<file path="config.mk">
export PLATFORM = sky130hd
export DESIGN_NAME = t1e1_line_tx_rx_control
export DESIGN_NICKNAME = d
export VERILOG_FILES = /design/src/t1e1_pkg.sv /design/src/t1e1_line_tx_rx_control.sv /design/src/config_decode.sv /design/src/clock_watch.sv
export SDC_FILE = /design/constraint.sdc
export NUM_CORES = 1
export LEC_CHECK = 0
export ABC_AREA = 1
export BUFFER_PORTS_ARGS = -buffer_cell sky130_fd_sc_hd__buf_2
export CAP_MARGIN = 20
export CORE_MARGIN = 2
export CORE_UTILIZATION = 30
export CTS_CLUSTER_SIZE = 14
export DETAILED_ROUTE_END_ITERATION = 7
export PLACE_DENSITY = 0.57
export SYNTH_ARGS = -nofsm -noshare
export SYNTH_HDL_FRONTEND = slang
export SYNTH_SLANG_ARGS = --single-unit
</file>
<file path="constraint.sdc">
create_clock -name clk -period 3.6 [get_ports clk]
set_clock_uncertainty 0.05 [all_clocks]
set_input_delay 0.72 -clock clk [delete_from_list [all_inputs] [get_ports clk]]
set_output_delay 0.72 -clock clk [all_outputs]
set_load 0.1 [all_outputs]
</file>
<file path="src/t1e1_pkg.sv">
// Shared constants and types for the line transmit/receive control block.
package t1e1_pkg;

  // ==========================================================================
  // Register map (byte addresses) and field positions
  localparam logic [4:0] CTRL_A_OFS    = 5'h00;
  localparam logic [4:0] CTRL_B_OFS    = 5'h04;
  localparam logic [4:0] STATUS_OFS    = 5'h08;
  localparam logic [4:0] WAVE_IDX_OFS  = 5'h0c;
  localparam logic [4:0] WAVE_DATA_OFS = 5'h10;

  localparam int A_EDGE_BIT = 0;
  localparam int A_JA_LSB   = 1;
  localparam int A_RLA_BIT  = 3;
  localparam int A_RLB_BIT  = 4;
  localparam int B_CODE_LSB = 0;
  localparam int B_TRANSMIT_ALL_ONES_BIT = 4;
  localparam int B_LLA_BIT  = 5;
  localparam int B_LLB_BIT  = 6;

  localparam logic [7:0] CTRL_A_RST = 8'h00;
  localparam logic [7:0] CTRL_B_RST = 8'h0f;

  // ==========================================================================
  // Counts in transmit or reference clock edges
  localparam logic [7:0] LOSS_LIMIT_JA     = 8'd176;
  localparam logic [7:0] LOSS_LIMIT_DIRECT = 8'd8;
  localparam logic [7:0] REF_LOSS_LIMIT    = 8'd8;
  localparam logic [2:0] RELEASE_EDGES     = 3'd4;
  localparam logic [7:0] SETTLE_BITS       = 8'd22;
  localparam logic [7:0] SETTLE_RLOOP_BITS = 8'd88;

  // ==========================================================================
  // Pulse widths in nanoseconds
  localparam logic [8:0] PW_E1_NS   = 9'd244;
  localparam logic [8:0] PW_DS1_NS  = 9'd324;
  localparam logic [8:0] PW_DSX1_NS = 9'd350;

  // ==========================================================================
  // Types
  typedef enum logic [3:0] {
    PULSE_E1   = 4'h1,
    PULSE_DS1  = 4'h2,
    PULSE_DSX1 = 4'h4,
    PULSE_OFF  = 4'h8
  } pulse_t;

  typedef enum logic [2:0] {
    DRV_HOLD = 3'h1,
    DRV_ON   = 3'h2,
    DRV_LOST = 3'h4
  } drv_state_t;

  typedef enum logic [1:0] {
    JA_RX      = 2'h0,
    JA_OFF     = 2'h1,
    JA_TX      = 2'h2,
    JA_RX_SLOW = 2'h3
  } ja_loc_t;

  typedef struct packed {
    pulse_t     pulse;
    logic [8:0] widthNs;
    logic       slice65;
    logic       b8zs;
    logic       arbitrary;
    logic       hiZ;
    logic       reserved;
  } line_cfg_t;

  typedef struct packed {
    logic [3:0] code;
    logic       transmit_all_ones;
    logic       llbA;
    logic       llbB;
  } tx_ctrl_t;

endpackage

</file>
<file path="src/t1e1_line_tx_rx_control.sv">
// Transmit capture, line configuration and clock-loss control of a channel.
// How it works
// Transmit data is sampled on each falling transmit clock edge.
// The 4-bit config code comes from pins or from a control register.
// E1 and DS1 codes pick pulse width, slicing and coder.
// DSX-1 codes, reserved code and the two tristate codes are decoded.
// Slicing is 65% for DS1, DSX-1 and tristate code f, 50% otherwise.
// The far side configures both channels for the same line rate.
// In register mode custom pulse shapes are downloaded and used.
// A missing transmit or reference clock tristates the driver.
// With the attenuator in transmit, loss trips after 170 to 182 cycles.
// Without it in transmit, loss trips after 4 to 12 cycles.
// A clock-lost flag is high while the driver is tristated by loss.
// The driver is released after four transmit clock cycles.
// After reset the driver waits for clocks, plus a code rewrite in register mode.
// Remote loopback ignores a missing transmit clock.
// Config, all-ones or loopback changes settle within 22 bit periods.
// Remote loopback allows a longer settling time.
// Long zero runs on the receive path are passed without squelch.
// Receive edge select comes from a pin or a register bit.
// Edge select low: data valid at rising edge; high: at falling.
// Both local loopback bits set force all-ones receive data; the code does so in register mode only, not from the pin.
// Attenuator location: receive, off, transmit, slow receive.
// The mode pin picks pin control low, register control high.
// Each clock is watched by counting edges of the other.
`timescale 1ns/1ps
module t1e1_line_tx_rx_control #(
  parameter int WAVE_DEPTH   = 32,
  parameter int STALL_CYCLES = 4096
) (
  // Clock and reset
  input  wire logic        clk,
  input  wire logic        reset,
  // Avalon-MM register slave
  input  wire logic [4:0]  address,
  input  wire logic        read,
  input  wire logic        write,
  input  wire logic [31:0] writedata,
  output logic      [31:0] readdata,
  output logic             waitrequest,
  // Control pins
  input  wire logic        registerModePin,
  input  wire logic [3:0]  lineConfigCodePin,
  input  wire logic        rxEdgeSelectPin,
  input  wire logic [1:0]  jitterFilterLocationPin,
  input  wire logic        transmitAllOnesPin,
  input  wire logic        localLoopbackPin,
  input  wire logic        remoteLoopbackPin,
  // System transmit side
  input  wire logic        txLineClock,
  input  wire logic        txPositiveRailData,
  input  wire logic        txNegativeRailData,
  input  wire logic        referenceClockIn,
  // Line driver side
  output logic             linePositive,
  output logic             lineNegative,
  output logic             lineDriverOutputsEnable,
  output logic      [3:0]  pulseShape,
  output logic      [8:0]  pulseWidthNs,
  output logic             sliceLevel65,
  output logic             coderB8zs,
  output logic             arbitraryWave,
  output logic      [7:0]  waveSample,
  output logic      [1:0]  jitterFilterLocation,
  output logic             txSettling,
  output logic             clockLostFlag,
  // Receive side
  input  wire logic        rxRecoveredClock,
  input  wire logic        rxPositiveIn,
  input  wire logic        rxNegativeIn,
  output logic             rxClockOut,
  output logic             rxPositiveRailData,
  output logic             rxNegativeRailData
);

  localparam int SYNC_W = 18;
  localparam int WIDX_W = $clog2(WAVE_DEPTH);

  if (WAVE_DEPTH < 2 || (WAVE_DEPTH & (WAVE_DEPTH - 1)) != 0) begin : g_bad
    $error("WAVE_DEPTH must be a power of two of at least 2");
  end

  // ==========================================================================
  // Input synchronisers
  logic [SYNC_W-1:0] syncA_ff;
  logic [SYNC_W-1:0] syncB_ff;
  logic [2:0]        clkDly_ff;

  wire logic       regMode;
  wire logic [3:0] cfgPinS;
  wire logic       edgePinS;
  wire logic [1:0] jaPinS;
  wire logic       taosPinS;
  wire logic       llbPinS;
  wire logic       rlbPinS;
  wire logic       txClkS;
  wire logic       txPosS;
  wire logic       txNegS;
  wire logic       refClkS;
  wire logic       rxClkS;
  wire logic       rxPosS;
  wire logic       rxNegS;

  always_ff @(posedge clk) begin
    syncA_ff  <= {registerModePin, lineConfigCodePin, rxEdgeSelectPin,
                  jitterFilterLocationPin, transmitAllOnesPin,
                  localLoopbackPin, remoteLoopbackPin, txLineClock,
                  txPositiveRailData, txNegativeRailData, referenceClockIn,
                  rxRecoveredClock, rxPositiveIn, rxNegativeIn};
    syncB_ff  <= syncA_ff;
    clkDly_ff <= {txClkS, refClkS, rxClkS};
  end

  assign {regMode, cfgPinS, edgePinS, jaPinS, taosPinS, llbPinS, rlbPinS,
          txClkS, txPosS, txNegS, refClkS, rxClkS, rxPosS, rxNegS} =
         syncB_ff;

  wire txFall  = clkDly_ff[2] && !txClkS;
  wire refRise = !clkDly_ff[1] && refClkS;
  wire rxRise  = !clkDly_ff[0] && rxClkS;
  wire rxFall  = clkDly_ff[0] && !rxClkS;

  // ==========================================================================
  // Control registers and effective controls
  logic [7:0]        ctrlA_ff;
  logic [7:0]        ctrlB_ff;
  logic              cfgWritten_ff;
  logic [7:0]        waveMem [WAVE_DEPTH];
  logic [WIDX_W-1:0] waveIdx_ff;

  t1e1_pkg::tx_ctrl_t  txCtrl;
  t1e1_pkg::tx_ctrl_t  txCtrlLast_ff;
  t1e1_pkg::line_cfg_t cfgDec;

  assign txCtrl = regMode ?
    {ctrlB_ff[t1e1_pkg::B_CODE_LSB +: 4], ctrlB_ff[t1e1_pkg::B_TRANSMIT_ALL_ONES_BIT],
     ctrlB_ff[t1e1_pkg::B_LLA_BIT], ctrlB_ff[t1e1_pkg::B_LLB_BIT]} :
    {cfgPinS, taosPinS, llbPinS, llbPinS};

  wire edgeSel = regMode ? ctrlA_ff[t1e1_pkg::A_EDGE_BIT] : edgePinS;
  wire [1:0] jaLoc = regMode ? ctrlA_ff[t1e1_pkg::A_JA_LSB +: 2]
                             : jaPinS;
  wire remoteLoop = regMode ? (ctrlA_ff[t1e1_pkg::A_RLA_BIT] ||
                               ctrlA_ff[t1e1_pkg::A_RLB_BIT])
                            : rlbPinS;
  wire allOnes = regMode && txCtrl.llbA && txCtrl.llbB;
  wire jaInTx  = jaLoc == t1e1_pkg::JA_TX;

  config_decode u_decode (
    .code (txCtrl.code),
    .cfg  (cfgDec)
  );

  // ==========================================================================
  // Avalon-MM slave: one wait cycle, write lands on the accepting edge
  logic        waitreq_ff;
  logic [31:0] readdata_ff;
  logic [7:0]  status;

  wire req    = read || write;
  wire accept = !waitreq_ff;
  wire wrEn   = accept && write;
  wire [31:0] rdMux =
    (address == t1e1_pkg::CTRL_A_OFS)    ? {24'h000000, ctrlA_ff} :
    (address == t1e1_pkg::CTRL_B_OFS)    ? {24'h000000, ctrlB_ff} :
    (address == t1e1_pkg::STATUS_OFS)    ? {24'h000000, status} :
    (address == t1e1_pkg::WAVE_IDX_OFS)  ? 32'(waveIdx_ff) :
    (address == t1e1_pkg::WAVE_DATA_OFS) ? {24'h000000, waveMem[waveIdx_ff]} :
    32'h00000000;

  always_ff @(posedge clk) begin
    if (reset) begin
      waitreq_ff  <= 1'b1;
      readdata_ff <= 32'h00000000;
    end else begin
      waitreq_ff <= !(req && waitreq_ff);
      if (req && waitreq_ff) begin
        readdata_ff <= rdMux;
      end
    end
  end

  always_ff @(posedge clk) begin
    if (reset) begin
      ctrlA_ff      <= t1e1_pkg::CTRL_A_RST;
      ctrlB_ff      <= t1e1_pkg::CTRL_B_RST;
      cfgWritten_ff <= 1'b0;
      waveIdx_ff    <= '0;
    end else if (wrEn) begin
      if (address == t1e1_pkg::CTRL_A_OFS) begin
        ctrlA_ff <= writedata[7:0];
      end else if (address == t1e1_pkg::CTRL_B_OFS) begin
        ctrlB_ff      <= writedata[7:0];
        cfgWritten_ff <= 1'b1;
      end else if (address == t1e1_pkg::WAVE_IDX_OFS) begin
        waveIdx_ff <= writedata[WIDX_W-1:0];
      end else if (address == t1e1_pkg::WAVE_DATA_OFS && regMode) begin
        waveIdx_ff <= waveIdx_ff + 1'b1;
      end
    end
  end

  // Sample memory has no reset; software downloads it before use.
  always_ff @(posedge clk) begin
    if (wrEn && regMode && address == t1e1_pkg::WAVE_DATA_OFS) begin
      waveMem[waveIdx_ff] <= writedata[7:0];
    end
  end

  // ==========================================================================
  // Clock loss detection and driver state
  logic                   txLost;
  logic                   refLost;
  logic [2:0]             txEdgeCnt_ff;
  logic                   clockLost_ff;
  logic                   driverEn_ff;
  t1e1_pkg::drv_state_t   drvState_ff;
  t1e1_pkg::drv_state_t   nxt_drvState;

  wire [7:0] txLimit = jaInTx ? t1e1_pkg::LOSS_LIMIT_JA
                              : t1e1_pkg::LOSS_LIMIT_DIRECT;

  clock_watch #(
    .LIMIT_W      (8),
    .STALL_CYCLES (STALL_CYCLES)
  ) u_tx_watch (
    .clk       (clk),
    .reset     (reset),
    .ownEdge   (txFall),
    .otherEdge (refRise),
    .limit     (txLimit),
    .lost      (txLost)
  );

  clock_watch #(
    .LIMIT_W      (8),
    .STALL_CYCLES (STALL_CYCLES)
  ) u_ref_watch (
    .clk       (clk),
    .reset     (reset),
    .ownEdge   (refRise),
    .otherEdge (txFall),
    .limit     (t1e1_pkg::REF_LOSS_LIMIT),
    .lost      (refLost)
  );

  wire lostCond  = refLost || (txLost && !remoteLoop);
  wire fourEdges = txEdgeCnt_ff == t1e1_pkg::RELEASE_EDGES;
  wire clocksOk  = !refLost && fourEdges;

  always_comb begin
    nxt_drvState = drvState_ff;
    case (drvState_ff)
      t1e1_pkg::DRV_HOLD: begin
        if (clocksOk && (!regMode || cfgWritten_ff)) begin
          nxt_drvState = t1e1_pkg::DRV_ON;
        end
      end
      t1e1_pkg::DRV_ON: begin
        if (lostCond) begin
          nxt_drvState = t1e1_pkg::DRV_LOST;
        end
      end
      t1e1_pkg::DRV_LOST: begin
        if (clocksOk) begin
          nxt_drvState = t1e1_pkg::DRV_ON;
        end
      end
      default: nxt_drvState = t1e1_pkg::DRV_HOLD;
    endcase
  end

  always_ff @(posedge clk) begin
    if (reset) begin
      drvState_ff  <= t1e1_pkg::DRV_HOLD;
      txEdgeCnt_ff <= 3'h0;
      clockLost_ff <= 1'b0;
      driverEn_ff  <= 1'b0;
    end else begin
      drvState_ff <= nxt_drvState;
      if (txLost && !txFall) begin
        txEdgeCnt_ff <= 3'h0;
      end else if (txFall && !fourEdges) begin
        txEdgeCnt_ff <= txEdgeCnt_ff + 3'h1;
      end
      clockLost_ff <= drvState_ff == t1e1_pkg::DRV_LOST;
      driverEn_ff  <= drvState_ff == t1e1_pkg::DRV_ON &&
                      !cfgDec.hiZ && !cfgDec.reserved;
    end
  end

  // ==========================================================================
  // Transmit data capture, settling and decoded outputs
  logic       linePos_ff;
  logic       lineNeg_ff;
  logic       txAlt_ff;
  logic [7:0] settleCnt_ff;
  logic [WIDX_W-1:0] wavePhase_ff;
  logic [7:0] waveSample_ff;
  logic [3:0] pulse_ff;
  logic [8:0] width_ff;
  logic       slice_ff;
  logic       b8zs_ff;
  logic       arb_ff;
  logic [1:0] ja_ff;

  wire settleLoad = txCtrl != txCtrlLast_ff;
  wire [7:0] settleLen = remoteLoop ? t1e1_pkg::SETTLE_RLOOP_BITS
                                    : t1e1_pkg::SETTLE_BITS;

  always_ff @(posedge clk) begin
    if (reset) begin
      linePos_ff    <= 1'b0;
      lineNeg_ff    <= 1'b0;
      txAlt_ff      <= 1'b0;
      txCtrlLast_ff <= '0;
      settleCnt_ff  <= 8'h00;
      wavePhase_ff  <= '0;
    end else begin
      txCtrlLast_ff <= txCtrl;
      if (txFall) begin
        txAlt_ff   <= !txAlt_ff;
        linePos_ff <= txCtrl.transmit_all_ones ? txAlt_ff : txPosS;
        lineNeg_ff <= txCtrl.transmit_all_ones ? !txAlt_ff : txNegS;
      end
      if (settleLoad) begin
        settleCnt_ff <= settleLen;
      end else if (txFall && settleCnt_ff != 8'h00) begin
        settleCnt_ff <= settleCnt_ff - 8'h01;
      end
      if (txFall && cfgDec.arbitrary && regMode) begin
        wavePhase_ff <= wavePhase_ff + 1'b1;
      end
    end
  end

  always_ff @(posedge clk) begin
    if (reset) begin
      pulse_ff      <= t1e1_pkg::PULSE_OFF;
      width_ff      <= 9'h000;
      slice_ff      <= 1'b0;
      b8zs_ff       <= 1'b0;
      arb_ff        <= 1'b0;
      ja_ff         <= 2'h0;
      waveSample_ff <= 8'h00;
    end else begin
      pulse_ff      <= cfgDec.pulse;
      width_ff      <= cfgDec.widthNs;
      slice_ff      <= cfgDec.slice65;
      b8zs_ff       <= cfgDec.b8zs;
      arb_ff        <= cfgDec.arbitrary && regMode;
      ja_ff         <= jaLoc;
      waveSample_ff <= waveMem[wavePhase_ff];
    end
  end

  // ==========================================================================
  // Receive data retiming; zero runs pass untouched so the far end sees them
  logic rxClk_ff;
  logic rxPos_ff;
  logic rxNeg_ff;
  logic rxAlt_ff;

  wire rxUpd = edgeSel ? rxRise : rxFall;

  always_ff @(posedge clk) begin
    if (reset) begin
      rxClk_ff <= 1'b0;
      rxPos_ff <= 1'b0;
      rxNeg_ff <= 1'b0;
      rxAlt_ff <= 1'b0;
    end else begin
      rxClk_ff <= rxClkS;
      if (rxUpd) begin
        rxAlt_ff <= !rxAlt_ff;
        rxPos_ff <= allOnes ? rxAlt_ff : rxPosS;
        rxNeg_ff <= allOnes ? !rxAlt_ff : rxNegS;
      end
    end
  end

  // ==========================================================================
  // Outputs
  assign status = {2'h0, txLost, refLost, regMode, driverEn_ff,
                   settleCnt_ff != 8'h00, clockLost_ff};
  assign readdata                = readdata_ff;
  assign waitrequest             = waitreq_ff;
  assign linePositive            = linePos_ff;
  assign lineNegative            = lineNeg_ff;
  assign lineDriverOutputsEnable = driverEn_ff;
  assign pulseShape              = pulse_ff;
  assign pulseWidthNs            = width_ff;
  assign sliceLevel65            = slice_ff;
  assign coderB8zs               = b8zs_ff;
  assign arbitraryWave           = arb_ff;
  assign waveSample              = waveSample_ff;
  assign jitterFilterLocation    = ja_ff;
  assign txSettling              = settleCnt_ff != 8'h00;
  assign clockLostFlag           = clockLost_ff;
  assign rxClockOut              = rxClk_ff;
  assign rxPositiveRailData      = rxPos_ff;
  assign rxNegativeRailData      = rxNeg_ff;
endmodule // t1e1_line_tx_rx_control

</file>
<file path="src/config_decode.sv">
// Decoder from the 4-bit line configuration code to line settings.
`timescale 1ns/1ps
module config_decode (
  // Code in
  input  wire logic [3:0]          code,
  // Decoded settings out
  output t1e1_pkg::line_cfg_t      cfg
);

  // ==========================================================================
  // Decode table
  function automatic t1e1_pkg::line_cfg_t decode(input logic [3:0] c);
    t1e1_pkg::line_cfg_t d;
    d = '{t1e1_pkg::PULSE_OFF, 9'h000, 1'b0, 1'b0, 1'b0, 1'b1, 1'b0};
    case (c)
      4'h0, 4'h1, 4'h8, 4'h9: begin
        d = '{t1e1_pkg::PULSE_E1, t1e1_pkg::PW_E1_NS,
              1'b0, 1'b0, c[3], 1'b0, 1'b0};
      end
      4'h7, 4'hc, 4'hb: begin
        d = '{t1e1_pkg::PULSE_DS1, t1e1_pkg::PW_DS1_NS,
              1'b1, 1'b1, c == 4'hb, 1'b0, 1'b0};
      end
      4'h2, 4'h3, 4'h4, 4'h5, 4'h6, 4'ha: begin
        d = '{t1e1_pkg::PULSE_DSX1, t1e1_pkg::PW_DSX1_NS,
              1'b1, 1'b1, c == 4'ha, 1'b0, 1'b0};
      end
      4'he: d.slice65 = 1'b0;
      4'hf: begin
        d.slice65 = 1'b1;
        d.b8zs    = 1'b1;
      end
      default: d.reserved = 1'b1;
    endcase
    return d;
  endfunction

  assign cfg = decode(code);

endmodule // config_decode

</file>
<file path="src/clock_watch.sv">
// Watchdog that flags one sampled clock as missing.
`timescale 1ns/1ps
module clock_watch #(
  parameter int LIMIT_W      = 8,
  parameter int STALL_CYCLES = 4096
) (
  // Clock and reset
  input  wire logic               clk,
  input  wire logic               reset,
  // Edges of the watched clock and of the opposite clock
  input  wire logic               ownEdge,
  input  wire logic               otherEdge,
  input  wire logic [LIMIT_W-1:0] limit,
  // Loss indication
  output logic                    lost
);

  localparam int STALL_W = $clog2(STALL_CYCLES + 1);

  if (LIMIT_W < 2 || STALL_CYCLES < 2) begin : g_bad_param
    $error("clock_watch parameters out of range");
  end

  logic [LIMIT_W-1:0] edgeCnt_ff;
  logic [STALL_W-1:0] stallCnt_ff;
  logic               lost_ff;

  wire edgeMax  = &edgeCnt_ff;
  wire stallHit = stallCnt_ff >= STALL_W'(STALL_CYCLES);

  // Counting is done in edges of the opposite clock, so a stopped clock is
  // seen as long as the other one runs; the stall count is the backstop for
  // both clocks stopping together.
  always_ff @(posedge clk) begin
    if (reset) begin
      edgeCnt_ff  <= '0;
      stallCnt_ff <= '0;
      lost_ff     <= 1'b1;
    end else if (ownEdge) begin
      edgeCnt_ff  <= '0;
      stallCnt_ff <= '0;
      lost_ff     <= 1'b0;
    end else begin
      edgeCnt_ff  <= edgeCnt_ff + LIMIT_W'(otherEdge && !edgeMax);
      stallCnt_ff <= otherEdge ? '0 : stallCnt_ff + STALL_W'(!stallHit);
      lost_ff     <= lost_ff || edgeCnt_ff >= limit || stallHit;
    end
  end

  assign lost = lost_ff;

endmodule // clock_watch

</file>
Word level (Yosys, flattened, before mapping). Memory sizes are Yosys's and may differ from the RTL's. A register that Yosys moved wholly into a read port is not among the register bits. Index checks and enable logic that the tools add are counted.

Bits in registers: 190. Memories kept: 1. Bits in writable memories: 256.

Memory list: waveMem (words 32, bits a word 8, rd ports 2, clocked after memory_dff 2, wr ports 1, line t1e1_line_tx_rx_control.sv:128) `logic [7:0] waveMem [WAVE_DEPTH];`.

Reduce and logical (&&, ||, !) cells: 70. $add $sub $neg: 8. Mux-type cells: 33. $lt $le $gt $ge: 4. Bitwise logic cells: 2. Equal/unequal tests: 27.

Operator list (number): $mux 8 (8); $pmux 13 s3 (1); $eq 4x4->1 const B (7); $add 13x1->13 (2); $ge 13x13->1 const B (2); $logic_and 1x1->1 (24); $mux 5 (4); $logic_not 1->1 (18); $add 8x1->8 (2); $eq 4x3->1 const B (4); $reduce_and 8->1 (2); $reduce_or 15->1 (1); $mux 7 (2); $mux 1 (12); $add 5x1->5 const B (2); $eq 5x4->1 const B (2); $reduce_or 10->1 (1); $mux 3 (3); $pmux 3 s3 (1); $eq 4x2->1 const B (2); $ge 8x4->1 const B (1); $ge 8x8->1 (1); $logic_or 1x1->1 (8); $reduce_bool 8->1 (1); other kinds (24) (33).

Logic depth before layout (Yosys ltp).
Word-level depth: 7. Mapped depth: 15. Gate-level depth less buffers: 14.

Cells and area by module. From an unflattened synthesis, not the netlist that was laid out.

Cell total of the unflattened synthesis: 2239. Area total of the unflattened synthesis: 20174.3 um^2.

By module, submodules not included: t1e1_line_tx_rx_control (cells an instance 1893, sequential area each 10410.0 um^2, area an instance 17619.4 um^2, instances 1); clock_watch (cells an instance 156, sequential area each 440.4 um^2, area an instance 1191.1 um^2, instances 2); config_decode (cells an instance 34, sequential area each 0.0 um^2, area an instance 172.7 um^2, instances 1).

Worst setup path before layout. No wires, ideal clock.

Path kind: in2reg. Start: in address[1]. End: mem waveMem[31][0], enable pin. Setup time: 0.398 ns. Buffers on the path: 0. Arrival time: 2.353 ns. Slack: 0.799 ns. Stages on the path: 7. Cells stage by stage: nor2_1 > inv_1 > nor2_1 > inv_1 > nor3_4 > nand2_1 > nor4b_1.

Cells in the longest elaborated chain, start to end: 4.

RTL lines: start: declaration (line t1e1_line_tx_rx_control.sv:35) `input wire logic [4:0] address,`; $eq 5x5->1 (line t1e1_line_tx_rx_control.sv:205) `if (wrEn && regMode && address == t1e1_pkg::WAVE_DATA_OFS) begin`; $logic_and 1x1->1 (line t1e1_line_tx_rx_control.sv:205); $mux 1 (line t1e1_line_tx_rx_control.sv:205); $mux 1 (implied by the code) (line t1e1_line_tx_rx_control.sv:206) `waveMem[waveIdx_ff] <= writedata[7:0];`; end: declaration (line t1e1_line_tx_rx_control.sv:128).

Every way passes these cells.

Worst setup path after layout.
Start: reg settleCnt_ff[0]. End: out txSettling.

Cells in the longest elaborated chain, start to end: 1.

RTL lines: start: declaration (line t1e1_line_tx_rx_control.sv:297) `logic [7:0] settleCnt_ff;`; start signal: assignment (line t1e1_line_tx_rx_control.sv:327) `settleCnt_ff <= settleLen;`; start signal: assignment (line t1e1_line_tx_rx_control.sv:329) `settleCnt_ff <= settleCnt_ff - 8'h01;`; $reduce_bool 8->1 (line t1e1_line_tx_rx_control.sv:398) `assign txSettling = settleCnt_ff != 8'h00;`; end: declaration (line t1e1_line_tx_rx_control.sv:65) `output logic txSettling,`.

Every way passes these cells.

==> out/results.txt <==
First-pass DRT Iterations: 8
reg2reg path depth: 8
most frequent CP cell: inv_1
Yosys warning count: 0
Startpoint Class: register
simple-gate share of the synthesized area: 0.191
Worst R2R End: waveSample[3]
routed wire length: 57.4 mm
number of synthesized flops with an enable pin: 256
LEAKAGE: 8.15 nW
Initial Util: 0.302
row count: 93
ys flop type: edfxtp_1
cell area after layout: 0.0223 sq mm
pin count of the biggest net entering global routing: 106
period utilisation layout: 0.886
nets@finish: 2273
worst path cell trace: inv_1 > ha_1 > inv_1 > nor2_1 > nand3_1 > or2_2 > nor2_1 > inv_1 > buf_2
failing checks: DRC
XOR/XNOR share of the synthesized area: 0.00771
Adder-Cell Fraction of Synth Area: 0.0130
post_cts resized: 0
first-pass GRT wire length: 87.4 mm
post-synthesis mux area share: 0.000518
Comb pwr share: 0.065
Hold Buf Count CTS: 0
P_int: 0.00851 W
Crit Path Category: reg -> out
Setup TNS Final: 0 ns
GRT Total Usage: 0.168
DIE HEIGHT: 258 um
largest family of logic cells by synthesized area: simple AND/OR/NAND/NOR gates
Post-CTS Setup Repair Bufs: 0
fin. max-slew vios: 0
min Tclk post-route: 3.19 ns
vias per cell: 5.16
RSZ-0062 raised after global routing: false
gr ovfl total: 0
DRC viols: 1
Gate Count Post-Synth: 2130
peak per-stage delay on the critical path: 0.31 ns
required time of the critical path: 2.83 ns
Clk pwr share: 0.458
Clock Latency Late Sink: 0.59 ns
Seq/Total Area, Yosys: 0.578
DP Wirelength: 36.5 mm
worst hold start: txNegativeRailData
worst path arrival time: 2.42 ns
HP Class: in -> reg
Cell Area, Synth: 0.0193 sq mm
CTS Buffer Depth: 3
Power per Cell Area: 499 mW/mm^2
Net Sw Power: 0.00263 W
Crit. End Element: primary output
r2r startpoint: wavePhase_ff[0]
I/O pin count: 126
r2r setup slk: 0.85 ns
Worst slew margin: 0.407
WL/cell: 18.6 um
chip width: 258 um
# port buffers: 76
setup ws final: 0.410 ns
count of state elements after synthesis: 429
Yosys cell types: 47
CP max-delay cell: buf_2
switch share: 0.236
outcome: complete, but fails checks
Hold Fails Final Rpt: 0
synth-to-layout area growth: 15.6%
CTS Sinks: 429
DRT iter0 DRCs: 1689
Max Clk Rate: 0.314 GHz
measured slew at the worst slew-check pin: 0.889 ns
CP max FO: 3
Min-Delay Path Depth: 1
Die Area: 0.0664 sq mm
gpl congestion: 0.882
Root Driver: clkbuf_16
Post-DP Area: 0.0207 sq mm
Finish-stage setup viols: 0
clock-pin slew of the registers on the worst-case setup and hold paths: 0.06 ns
Synth Area in Compound Gates: 0.145
Detail Route Antenna Nets: 0
total CTS buffers: 47
Avg Inst Size Synth: 9.06 sq um
hold worst-path end: syncA_ff[4]
Max-cap violations: 0
number of global-route vias before repair: 15207
H-tree Lvls: 2
worst vdd ir: 379 uV
CTS tree: yes
core area: 0.0640 sq mm
layout cells sized above 1: 0.109
initial antenna violation count: 0
post-synthesis async set-or-reset flop share: 0
sequential power share: 0.477
Via Count: 15942
Setup WS pre-CTS: 0.733 ns
Design Power: 0.0111 W
## state kept, by name (all words and copies together), names as in the netlist, 8 cells and up, named ones only
| name | cells |
|---|---|
| waveMem | 256 |
| syncA_ff | 18 |
| syncB_ff | 18 |
| u_ref_watch.stallCnt_ff | 13 |
| u_tx_watch.stallCnt_ff | 13 |
| ctrlA_ff | 8 |
| ctrlB_ff | 8 |
| readdata | 8 |
| settleCnt_ff | 8 |
| u_ref_watch.edgeCnt_ff | 8 |
| u_tx_watch.edgeCnt_ff | 8 |
| waveSample | 8 |
## cells in the final DEF (no fill, tap or decap), types with 6 or more instances in the layout
cell type / Yosys / final
a21oi_1: 60 / 60
a221oi_1: 6 / 6
a31oi_1: 14 / 14
buf_2: 21 / 76
buf_4: 32 / 64
bufinv_16: 0 / 7
clkbuf_1: 95 / 11
clkbuf_16: 0 / 49
clkinv_1: 4 / 7
clkinv_2: 0 / 7
conb_1: 1 / 25
dfxtp_1: 173 / 169
edfxtp_1: 256 / 256
ha_1: 20 / 20
inv_1: 134 / 133
nand2_1: 283 / 283
nand3_1: 151 / 151
nand4_1: 14 / 14
nor2_1: 382 / 382
nor3_1: 23 / 23
o211ai_1: 58 / 58
o21ai_0: 278 / 278
o221ai_1: 20 / 20
o22ai_1: 37 / 37
xor2_1: 13 / 13
## how the worst max path moves through the flow
stage                               start             end  slack [ns]  depth (start not counted)
final                     settleCnt_ff[0]      txSettling        0.41                          9
after global routing      settleCnt_ff[0]      txSettling        0.25                          9
after CTS                 settleCnt_ff[0]      txSettling        0.36                          9
after detailed placement       address[1]   waveMem[6][5]        0.73                         11
after global placement         address[1]   waveMem[6][5]        0.67                         11
after floorplan                address[1]  waveMem[31][0]        0.80                          7
## layout make-up
class                           count  area [sq um]
Antenna cell                        1          2.50
Clock buffer                       65          1340
Clock inverter                     23           312
Fill cell                        6459         41700
Inverter                          140           531
Multi-Input combinational cell   1433          6990
Sequential cell                   429         11200
Tap cell                          855          1070
Timing Repair Buffer              143           921
## kinds of logic after synthesis
family | count (synthesis)
flops | 429
xor+xnor | 17
compound gates | 488
simple gates | 882
fa+ha+maj | 20
buf+inv | 292
other cells | 1
mux | 1
## worst max-delay path, delay by kind of cell, from the launching register on
| kind | cells | cell delay, ns |
|---|---|---|
| adder cells (fa/ha/maj) | 1 | 0.20 |
| AND/OR/NAND/NOR | 4 | 0.76 |
| buffers and inverters | 4 | 0.58 |
| flip-flops | 1 | 0.29 |
## power groups by stage
stage | sequential [W] | clock, W | combinational, W
after floorplan | 0.00555 | 0 | 0.000416
final | 0.00531 | 0.00511 | 0.000724
after global placement | 0.00541 | 0 | 0.000703
after global routing | 0.00532 | 0.00541 | 0.000773
after detailed placement | 0.00542 | 0 | 0.000719
after CTS | 0.00531 | 0.00521 | 0.000721
## through the flow
stage | util | cells | hold slack (ns)
2_1_floorplan | - | 2154 | 0.260
3_3_place_gp | 0.323 | 3000 | 0.260
3_5_place_dp | 0.323 | 3000 | 0.263
4_1_cts | 0.349 | 3088 | 0.153
5_1_grt | 0.349 | 3088 | 0.159
6_report | 0.349 | 3089 | 0.187
## Yosys cell counts, types with 3 or more instances
| master | instances | area (sq um) |
|---|---|---|
| nor2_1 | 382 | 1430 |
| nand2_1 | 283 | 1060 |
| o21ai_0 | 278 | 1390 |
| edfxtp_1 | 256 | 7690 |
| dfxtp_1 | 173 | 3460 |
| nand3_1 | 151 | 756 |
| inv_1 | 134 | 503 |
| clkbuf_1 | 95 | 357 |
| a21oi_1 | 60 | 300 |
| o211ai_1 | 58 | 435 |
| o22ai_1 | 37 | 231 |
| buf_4 | 32 | 240 |
| nor3_1 | 23 | 115 |
| buf_2 | 21 | 105 |
| ha_1 | 20 | 250 |
| o221ai_1 | 20 | 175 |
| a31oi_1 | 14 | 87.6 |
| nand4_1 | 14 | 87.6 |
| xor2_1 | 13 | 114 |
| a221oi_1 | 6 | 52.6 |
| a211oi_1 | 5 | 37.5 |
| nor4_1 | 5 | 31.3 |
| clkinv_1 | 4 | 15.0 |
| nor2_2 | 4 | 25.0 |
| nor3b_1 | 4 | 30.0 |
| o21ai_2 | 4 | 35.0 |
| xnor2_1 | 4 | 35.0 |
| buf_1 | 3 | 11.3 |
| o211a_1 | 3 | 30.0 |
| or2_2 | 3 | 18.8 |
## per-layer routing
| metal | global-route usage | up-vias | share of wire |
|---|---|---|---|
| met5 | 0 | - | 0 |
| met4 | 0.0552 | 0 | 0.025 |
| met3 | 0.0281 | 117 | 0.087 |
| met2 | 0.267 | 764 | 0.45 |
| met1 | 0.233 | 7616 | 0.44 |
| li1 | - | 7445 | - |
Note: power is estimated with default switching activity, not from simulation.
